## src/common/tcs_consts.vh

```
// Constants for the touch conversion sequencer
//
// Contract
// - With no touch, drive Y plate high and X plate low to detect touches.
// - A sensed touch starts conversions only while at-rate conversion is enabled.
// - Pen bounce is ignored until the current X or Y point is finished.
// - A pen lift is recognised only after the running conversion completes.
// - Wait at least one millisecond settling after an interrupt or single-point request.
// - Convert X and Y with the 10-bit converter, repeating at the rate register.
// - Ratiometric: full plate voltage is code 1023, touch gives proportional code.
// - Pressure measurement only in four-wire mode; host never requests it in five-wire.
// - Normal X read drives X-high high, X-low to ground, senses other plate.
// - Normal X measurement takes the Y-high electrode voltage as the result.
// - Pressure with flag 1 drives X-high, Y-low; senses Y-high (A) or X-low (B).
// - Single-point request in a pressure mode runs two flagged conversions automatically.
// - Six drive-and-sense configurations from two pressure bits and flag; results 0..1023.
// - Raise the interrupt on touch status change and on conversion completion.
`ifndef TCS_CONSTS_VH
`define TCS_CONSTS_VH

// ----------------------------------------------------------------
// Register byte offsets
// ----------------------------------------------------------------
`define TCS_REG_CTRL     8'h00
`define TCS_REG_RATE     8'h04
`define TCS_REG_RES0     8'h08
`define TCS_REG_RES1     8'h0C
`define TCS_REG_STATUS   8'h10
`define TCS_REG_MASK     8'h14
`define TCS_REG_STATE    8'h18

// ----------------------------------------------------------------
// Field positions
// ----------------------------------------------------------------
`define TCS_CTRL_ENA     0
`define TCS_CTRL_SPR     1
`define TCS_CTRL_PRA     2
`define TCS_CTRL_PRB     3
`define TCS_CTRL_W5      4
`define TCS_ST_TOUCH     0
`define TCS_ST_DONE      1
`define TCS_RES_FLAG     10

// ----------------------------------------------------------------
// Reset values
// ----------------------------------------------------------------
`define TCS_CTRL_RST     5'h00
`define TCS_RATE_RST     8'h20
`define TCS_MASK_RST     2'h0

// ----------------------------------------------------------------
// Timing
// ----------------------------------------------------------------
`define TCS_CLK_PERIOD_NS 4
`define TCS_SETTLE_NS     1000000
// One millisecond of 4 ns cycles, sized for the settle counter
`define TCS_SETTLE_CYC    20'h3_D090
`define TCS_RATE_STEP_CYC 13'h1000

`endif

```

## src/tcs_seq.v

```verilog
// Touch screen conversion sequencer with register port and interrupt
//
// The register addresses and the address-and-strobe port were chosen for this implementation.
`timescale 1ns/100ps
`default_nettype none
`include "tcs_consts.vh"

module tcs_seq #(
  parameter [19:0] SETTLE_CYCLES = `TCS_SETTLE_CYC,
  parameter [12:0] RATE_STEP     = `TCS_RATE_STEP_CYC
) (
  input  wire        clk,
  input  wire        reset_n,
  input  wire [7:0]  addr,
  input  wire [31:0] wr_data,
  input  wire        wr_en,
  input  wire        rd_en,
  output reg  [31:0] rd_data_q,
  output reg         irq_q,
  input  wire        touch_sense,
  output reg         x_plate_high_end_out_q,
  output reg         x_plate_high_end_oe_n_q,
  output reg         x_plate_low_end_out_q,
  output reg         x_plate_low_end_oe_n_q,
  output reg         y_plate_high_end_out_q,
  output reg         y_plate_high_end_oe_n_q,
  output reg         y_plate_low_end_out_q,
  output reg         y_plate_low_end_oe_n_q,
  output reg  [1:0]  sense_sel_q,
  output reg         adc_start_q,
  input  wire        adc_done,
  input  wire [9:0]  adc_data
);

  // ----------------------------------------------------------------
  // States and encodings
  // ----------------------------------------------------------------
  localparam [2:0] S_IDLE   = 3'd0;
  localparam [2:0] S_SETTLE = 3'd1;
  localparam [2:0] S_STARTY = 3'd2;
  localparam [2:0] S_WAITY  = 3'd3;
  localparam [2:0] S_STARTX = 3'd4;
  localparam [2:0] S_WAITX  = 3'd5;
  localparam [2:0] S_GAP    = 3'd6;
  localparam [2:0] S_CHECK  = 3'd7;

  // Sensed electrode codes
  localparam [1:0] SN_XH = 2'd0;
  localparam [1:0] SN_XL = 2'd1;
  localparam [1:0] SN_YH = 2'd2;
  localparam [1:0] SN_YL = 2'd3;

  // Measurement modes
  localparam [1:0] M_NORM = 2'd0;
  localparam [1:0] M_PRA  = 2'd1;
  localparam [1:0] M_PRB  = 2'd2;

  // ----------------------------------------------------------------
  // Registers
  // ----------------------------------------------------------------
  reg  [2:0]  state_q;
  reg  [2:0]  state_d;
  reg         ena_q;
  reg         spr_q;
  reg         pra_q;
  reg         prb_q;
  reg         w5_q;
  reg  [7:0]  rate_q;
  reg  [10:0] res0_q;
  reg  [10:0] res1_q;
  reg  [1:0]  status_q;
  reg  [1:0]  mask_q;
  reg         touch_q;
  reg         single_q;
  reg  [1:0]  mode_q;
  reg  [1:0]  mode_d;
  reg         xy_result_flag;
  reg  [19:0] cnt_q;
  reg  [12:0] step_q;
  reg  [7:0]  units_q;

  reg         set_touch;
  reg         set_done;
  reg         clr_spr;
  reg         touch_d;
  reg         single_d;
  reg         cnt_clr;
  reg         flag_d;
  reg  [7:0]  drv_d;
  reg  [1:0]  sense_d;
  reg  [1:0]  status_d;
  reg  [31:0] rd_mux;

  wire        wr_ctrl   = wr_en && (addr == `TCS_REG_CTRL);
  wire        wr_rate   = wr_en && (addr == `TCS_REG_RATE);
  wire        wr_status = wr_en && (addr == `TCS_REG_STATUS);
  wire        wr_mask   = wr_en && (addr == `TCS_REG_MASK);
  wire        settle_end = (cnt_q >= SETTLE_CYCLES - 20'd1);
  wire        gap_end    = (units_q >= rate_q) &&
                           (step_q >= RATE_STEP - 13'd1);

  // Pressure bits count only on a four-wire screen
  wire [1:0]  mode_sel = w5_q ? M_NORM :
                         prb_q ? M_PRB : (pra_q ? M_PRA : M_NORM);

  // ----------------------------------------------------------------
  // Sequencer
  // ----------------------------------------------------------------
  always @* begin
    state_d   = state_q;
    set_touch = 1'b0;
    set_done  = 1'b0;
    clr_spr   = 1'b0;
    touch_d   = touch_q;
    single_d  = single_q;
    mode_d    = mode_q;
    flag_d    = xy_result_flag;
    cnt_clr   = 1'b1;
    case (state_q)
      S_IDLE: begin
        flag_d = 1'b0;
        if (spr_q) begin
          single_d = 1'b1;
          mode_d   = mode_sel;
          state_d  = S_SETTLE;
        end else if (touch_sense && ena_q) begin
          touch_d   = 1'b1;
          set_touch = 1'b1;
          single_d  = 1'b0;
          mode_d    = M_NORM;
          state_d   = S_SETTLE;
        end
      end
      S_SETTLE: begin
        cnt_clr = 1'b0;
        if (settle_end) begin
          state_d = S_STARTY;
        end
      end
      S_STARTY: begin
        state_d = S_WAITY;
      end
      S_WAITY: begin
        // Touch input is not looked at while a point is taken
        if (adc_done) begin
          flag_d  = 1'b1;
          state_d = S_STARTX;
        end
      end
      S_STARTX: begin
        state_d = S_WAITX;
      end
      S_WAITX: begin
        if (adc_done) begin
          set_done = 1'b1;
          flag_d   = 1'b0;
          if (single_q) begin
            clr_spr  = 1'b1;
            single_d = 1'b0;
            state_d  = S_IDLE;
          end else begin
            state_d = S_GAP;
          end
        end
      end
      S_GAP: begin
        if (gap_end) begin
          state_d = S_CHECK;
        end
      end
      S_CHECK: begin
        if (touch_sense && ena_q) begin
          state_d = S_SETTLE;
        end else begin
          touch_d   = 1'b0;
          set_touch = 1'b1;
          state_d   = S_IDLE;
        end
      end
      default: begin
        state_d = S_IDLE;
      end
    endcase
  end

  // ----------------------------------------------------------------
  // Plate drive and sensed pin
  // ----------------------------------------------------------------
  // drv_d = {xh_out, xl_out, yh_out, yl_out, xh_oe_n, xl_oe_n,
  //          yh_oe_n, yl_oe_n}; an undriven end floats for sensing
  always @* begin
    drv_d   = 8'h00;
    sense_d = SN_XH;
    case (state_d)
      S_IDLE, S_GAP, S_CHECK: begin
        drv_d   = 8'b0011_0000;
        sense_d = SN_XH;
      end
      default: begin
        case ({mode_d, flag_d})
          {M_NORM, 1'b0}: begin
            drv_d   = 8'b0010_1100;
            sense_d = SN_XH;
          end
          {M_NORM, 1'b1}: begin
            drv_d   = 8'b1000_0011;
            sense_d = SN_YH;
          end
          {M_PRA, 1'b0}: begin
            drv_d   = 8'b0010_1001;
            sense_d = SN_XH;
          end
          {M_PRA, 1'b1}: begin
            drv_d   = 8'b1000_0110;
            sense_d = SN_YH;
          end
          {M_PRB, 1'b0}: begin
            drv_d   = 8'b0010_1001;
            sense_d = SN_YL;
          end
          {M_PRB, 1'b1}: begin
            drv_d   = 8'b1000_0110;
            sense_d = SN_XL;
          end
          default: begin
            drv_d   = 8'b0011_0000;
            sense_d = SN_XH;
          end
        endcase
      end
    endcase
  end

  always @(posedge clk or negedge reset_n) begin
    if (!reset_n) begin
      state_q        <= S_IDLE;
      touch_q        <= 1'b0;
      single_q       <= 1'b0;
      mode_q         <= M_NORM;
      xy_result_flag <= 1'b0;
      cnt_q          <= 20'h0_0000;
      step_q         <= 13'h0000;
      units_q        <= 8'h00;
      adc_start_q    <= 1'b0;
      sense_sel_q    <= SN_XH;
      {x_plate_high_end_out_q, x_plate_low_end_out_q,
       y_plate_high_end_out_q, y_plate_low_end_out_q} <= 4'h3;
      {x_plate_high_end_oe_n_q, x_plate_low_end_oe_n_q,
       y_plate_high_end_oe_n_q, y_plate_low_end_oe_n_q} <= 4'h0;
    end else begin
      state_q        <= state_d;
      touch_q        <= touch_d;
      single_q       <= single_d;
      mode_q         <= mode_d;
      xy_result_flag <= flag_d;
      cnt_q          <= cnt_clr ? 20'h0_0000 : cnt_q + 20'h0_0001;
      if (state_q != S_GAP) begin
        step_q  <= 13'h0000;
        units_q <= 8'h00;
      end else if (step_q >= RATE_STEP - 13'd1) begin
        step_q  <= 13'h0000;
        units_q <= units_q + 8'h01;
      end else begin
        step_q <= step_q + 13'h0001;
      end
      adc_start_q <= (state_d == S_STARTY) || (state_d == S_STARTX);
      sense_sel_q <= sense_d;
      {x_plate_high_end_out_q, x_plate_low_end_out_q,
       y_plate_high_end_out_q, y_plate_low_end_out_q} <= drv_d[7:4];
      {x_plate_high_end_oe_n_q, x_plate_low_end_oe_n_q,
       y_plate_high_end_oe_n_q, y_plate_low_end_oe_n_q} <= drv_d[3:0];
    end
  end

  // ----------------------------------------------------------------
  // Results
  // ----------------------------------------------------------------
  // Converter code is stored unaltered, 1023 meaning full plate voltage
  always @(posedge clk or negedge reset_n) begin
    if (!reset_n) begin
      res0_q <= 11'h000;
      res1_q <= 11'h000;
    end else if (adc_done && (state_q == S_WAITY)) begin
      res0_q <= {xy_result_flag, adc_data};
    end else if (adc_done && (state_q == S_WAITX)) begin
      res1_q <= {xy_result_flag, adc_data};
    end
  end

  // ----------------------------------------------------------------
  // Control, rate, status and mask registers
  // ----------------------------------------------------------------
  always @* begin
    status_d = status_q;
    if (wr_status) begin
      status_d = status_q & ~wr_data[1:0];
    end
    // Events win over a simultaneous write-one-to-clear
    status_d[`TCS_ST_TOUCH] = status_d[`TCS_ST_TOUCH] | set_touch;
    status_d[`TCS_ST_DONE]  = status_d[`TCS_ST_DONE] | set_done;
  end

  always @(posedge clk or negedge reset_n) begin
    if (!reset_n) begin
      {w5_q, prb_q, pra_q, spr_q, ena_q} <= `TCS_CTRL_RST;
      rate_q   <= `TCS_RATE_RST;
      status_q <= 2'h0;
      mask_q   <= `TCS_MASK_RST;
      irq_q    <= 1'b0;
    end else begin
      if (wr_ctrl) begin
        ena_q <= wr_data[`TCS_CTRL_ENA];
        pra_q <= wr_data[`TCS_CTRL_PRA];
        prb_q <= wr_data[`TCS_CTRL_PRB];
        w5_q  <= wr_data[`TCS_CTRL_W5];
        spr_q <= wr_data[`TCS_CTRL_SPR];
      end else if (clr_spr) begin
        spr_q <= 1'b0;
      end
      if (wr_rate) begin
        rate_q <= wr_data[7:0];
      end
      if (wr_mask) begin
        mask_q <= wr_data[1:0];
      end
      status_q <= status_d;
      irq_q    <= |(status_d & mask_q);
    end
  end

  // ----------------------------------------------------------------
  // Read port
  // ----------------------------------------------------------------
  always @* begin
    rd_mux = 32'h0000_0000;
    case (addr)
      `TCS_REG_CTRL:   rd_mux = {27'h000_0000, w5_q, prb_q, pra_q,
                                 spr_q, ena_q};
      `TCS_REG_RATE:   rd_mux = {24'h00_0000, rate_q};
      `TCS_REG_RES0:   rd_mux = {21'h00_0000, res0_q};
      `TCS_REG_RES1:   rd_mux = {21'h00_0000, res1_q};
      `TCS_REG_STATUS: rd_mux = {30'h0000_0000, status_q};
      `TCS_REG_MASK:   rd_mux = {30'h0000_0000, mask_q};
      `TCS_REG_STATE:  rd_mux = {26'h000_0000, single_q, state_q,
                                 (state_q != S_IDLE), touch_q};
      default:         rd_mux = 32'h0000_0000;
    endcase
  end

  always @(posedge clk or negedge reset_n) begin
    if (!reset_n) begin
      rd_data_q <= 32'h0000_0000;
    end else begin
      rd_data_q <= rd_en ? rd_mux : 32'h0000_0000;
    end
  end

endmodule // tcs_seq

`default_nettype wire

```

## config.mk

```make
export PLATFORM = sky130hd
export DESIGN_NAME = tcs_seq
export DESIGN_NICKNAME = d
export VERILOG_FILES = /design/src/tcs_seq.v
export VERILOG_INCLUDE_DIRS = /design/src /design/src/common
export SDC_FILE = /design/constraint.sdc
export NUM_CORES = 1
export LEC_CHECK = 0
export CAP_MARGIN = 15
export CORE_UTILIZATION = 50
export CTS_BUF_LIST = sky130_fd_sc_hd__clkbuf_8
export CTS_CLUSTER_DIAMETER = 120
export CTS_CLUSTER_SIZE = 12
export DETAILED_ROUTE_END_ITERATION = 8
export DONT_BUFFER_PORTS = 1
export PLACE_DENSITY = 0.68
export SYNTH_ARGS = -nofsm -noshare
export SYNTH_HDL_FRONTEND = slang
export SYNTH_SLANG_ARGS = --single-unit
```

## constraint.sdc

```tcl
create_clock -name clk -period 4.55 [get_ports clk]
set_input_delay 0.91 -clock clk [delete_from_list [all_inputs] [get_ports clk]]
set_output_delay 0.91 -clock clk [all_outputs]
set_load 0.1 [all_outputs]
```

==> impl_metrics.toml <==
[status]
outcome = "finished, final reports clean"

[yosys]
avgSynthCellArea_um2 = 10.7
postSynthCellCount = 497
synth_ff_type = "dfrtp_1"
synthArstFlopShare_pct = 100
synth_edf_count = 0
synthTopCellsByArea = "dfrtp_1 50%, mux2_2 7.4%, nor2_1 3.5%"
synth.most_common_cell = "dfrtp_1"
synth_area_um2 = 5320
seq_area_frac_synth_pct = 51.4
yosysTopAreaCellShare_pct = 49.9
ys_seq_elements = 109
yosys.area.top_type = "dfrtp_1"
synthDistinctLibCells = 62
ys_warn_count = 0
synth_commonest_cells = "106 x dfrtp_1, 50 x nor2_1, 35 x mux2_2, 35 x nand2_1, 23 x buf_4"

[clocking]
root_buffer = "clkbuf_8"
ctsResizeCount = 0
cts_tree = "built"
cts_buffers = 9
clk_latency_ps = 400
hold_buffers = 0
cts_htree_levels = 3
cts.sinks = 109
cts_max_path_buffers = 2
clkTransAtPathRegs_ps = 120
cts_setup_buffers = 0

[drt]
detail-route-antenna-nets = 0
drtIter0Drc = 189
drc = 0
routedWlPerCell_um = 16.6
vias = 3593
postRouteWirelength_um = 10500
dr.pass1.iters = 5
vias_per_cell = 5.68

[placed_design]
gp_congestion = 0.800
dpl_worst_slack_ps = 1600
placement.io_buffers = 0
dp_hpwl_um = 7290

[cells_and_area]
fillCellCount = 901
nets = 560
drive_above_1_share_pct = 13.1
synthToLayoutAreaGrowth_pct = 4.24
diodes = 0

[floorplanning]
fp.dieH_um = 105
die_area_um2 = 11000
start_util_pct = 51.5
rows = 37
fp.dieW_um = 105
ios = 100
core_area_um2 = 10300

[global_route]
track_usage_pct = 20.7
antenna_found_initial = 0
grt_pass1_vias = 3559
grt_max_degree = 110
grt_pass1_wl_um = 17700
overflow = 0

[worst_setup_path]
path_cells = "nor2b_1, nand3_1, and2_1, inv_1, xnor2_1, a211oi_1"
max_stage_delay_ps = 590
r2r-end = "y_plate_low_end_oe_n_q"
cp.buffers_inverters = 1
rr_startpoint = "state_q[0]"
worstPathMaxFanout = 13
arrival_ps = 2810
path_class = "register to register"
worst_ep_required_time_ps = 4820
end_kind = "register"
path_delay_family = "simple AND/OR/NAND/NOR gates"
crit_slowest_cell = "dfrtp_1"
reg2reg_depth = 6
ff2ff_setup_slack_ps = 2010
start_kind = "register"

[hold_path]
hold_path.class = "primary input to async pin"

[timing]
rsz0062_at_grt = "no"
relSlewSlack_pct = 25.3
holdWs_ps = 202
fin_tns_setup_ps = 0
max_freq_mhz = 394
fin_crit_sh_pct = 55.8
hold_viol_final = 0
fin_ws_ps = 2010
slew_viol_final = 0
setup_viol = 0
fin_crit_ps = 2540
tightestPinTransition_ps = 1110
skew_ps = 21.0

[power]
p_per_area_nw_per_um2 = 491
leakagePower_uw = 0.00243
ir_drop_uv = 291

[flow_run]
cap_violations = 0
[placed cells by master, fill, tap and decap left out, types with 2 or more instances in the layout]
master | Yosys | routed
dfrtp_1 | 106 | 105
nor2_1 | 50 | 50
nand2_1 | 35 | 35
mux2_2 | 35 | 35
conb_1 | 1 | 23
inv_1 | 20 | 21
nand3_1 | 16 | 16
xor2_1 | 16 | 16
a22oi_1 | 16 | 16
xnor2_1 | 14 | 14
a21oi_1 | 13 | 13
nand4_1 | 12 | 12
ha_1 | 11 | 11
o21ai_0 | 10 | 10
and3_1 | 9 | 9
a31oi_1 | 9 | 9
clkbuf_8 | 0 | 9
a211oi_1 | 7 | 7
nor3_1 | 6 | 6
and4_1 | 5 | 5
o31ai_1 | 4 | 4
a21o_1 | 4 | 4
and2_1 | 4 | 4
a222oi_1 | 4 | 4
nor4_1 | 4 | 3
nor2b_1 | 3 | 3
nand2b_1 | 3 | 3
dfstp_2 | 3 | 3
nand4b_1 | 2 | 2
a21boi_0 | 2 | 2
nor3_2 | 2 | 2
and4b_1 | 2 | 2
or3_1 | 2 | 2
o21ai_1 | 2 | 2
o211ai_1 | 2 | 2
or4_1 | 2 | 2
mux2i_1 | 2 | 2
inv_8 | 0 | 2
[worst register-to-register path, stage by stage (launching register included)]
cell and delay, ps:
dfrtp_1 590, nor2b_1 300, nand3_1 570, and2_1 440, inv_1 140, xnor2_1 90, a211oi_1 290
[worst max path at each step]
stage	end	from	cells after the start
after floorplan	ena_q	addr[5]	5
after CTS	rd_data_q[2]	addr[5]	5
after global placement	rd_data_q[3]	addr[5]	5
after global routing	rd_data_q[3]	addr[5]	5
final	y_plate_low_end_oe_n_q	state_q[0]	6
after detailed placement	rd_data_q[2]	addr[5]	5
[logic make-up (layout without fill, tap and decap cells)]
family / Yosys count / count (layout) / synth area share [%]
AO/OA/AOI/OAI: 84 / 84 / 11.2
XOR/XNOR: 30 / 30 / 4.94
adder cells (fa/ha/maj): 12 / 12 / 2.78
buffers and inverters: 58 / 36 / 5.84
flip-flops: 109 / 109 / 51.4
multiplexers: 37 / 37 / 7.79
other: 1 / 23 / 0.0706
AND/OR/NAND/NOR: 166 / 166 / 16.0
[cell type report]
type | instances | area (um2) | area share, %
clock buffer | 9 | 124 | 2.24
clock inverter | 6 | 72.6 | 1.31
inverter | 21 | 78.8 | 1.42
multi-input combinational | 352 | 2360 | 42.6
sequential | 109 | 2730 | 49.3
tap | 136 | 170 | 3.07
[flip-flops by register name (all words and copies together) (netlist names), 2 cells and up]
signal       count
status_q         2
rd_data_q       11
step_q          13
rate_q           8
res1_q          11
state_q          3
units_q          8
mask_q           2
cnt_q           20
sense_sel_q      2
mode_q           2
res0_q          11
[through the flow]
step | cell area (um2) | power, uW | cells | utilization, %
final | 5540 | 2720 | 633 | 53.7
after global routing | 5540 | 2860 | 633 | 53.7
after CTS | 5540 | 2750 | 633 | 53.7
after detailed placement | 5340 | 2140 | 618 | 51.8
after global placement | 5340 | 2120 | 618 | 51.8
after floorplan | 5400 | 2040 | 519 | -
[report_power, final]
| part | leakage [uW] | switching [uW] | internal (uW) | total (uW) |
|---|---|---|---|---|
| clock network | 0.000101 | 340 | 258 | 598 |
| registers | 0.00143 | 425 | 1150 | 1570 |
| logic | 0.000900 | 340 | 209 | 549 |
[layer usage]
| layer | up-vias | routed length (um) | share of wire, % | track usage [%] |
|---|---|---|---|---|
| met5 | - | 0 | 0 | 0 |
| met4 | 0 | 130 | 1.2 | 6.54 |
| met3 | 9 | 636 | 6.0 | 7.36 |
| met2 | 82 | 5140 | 49 | 33.0 |
| met1 | 1780 | 4630 | 44 | 26.4 |
| li1 | 1722 | - | - | - |
No activity file was read; power rests on OpenSTA's default activity.
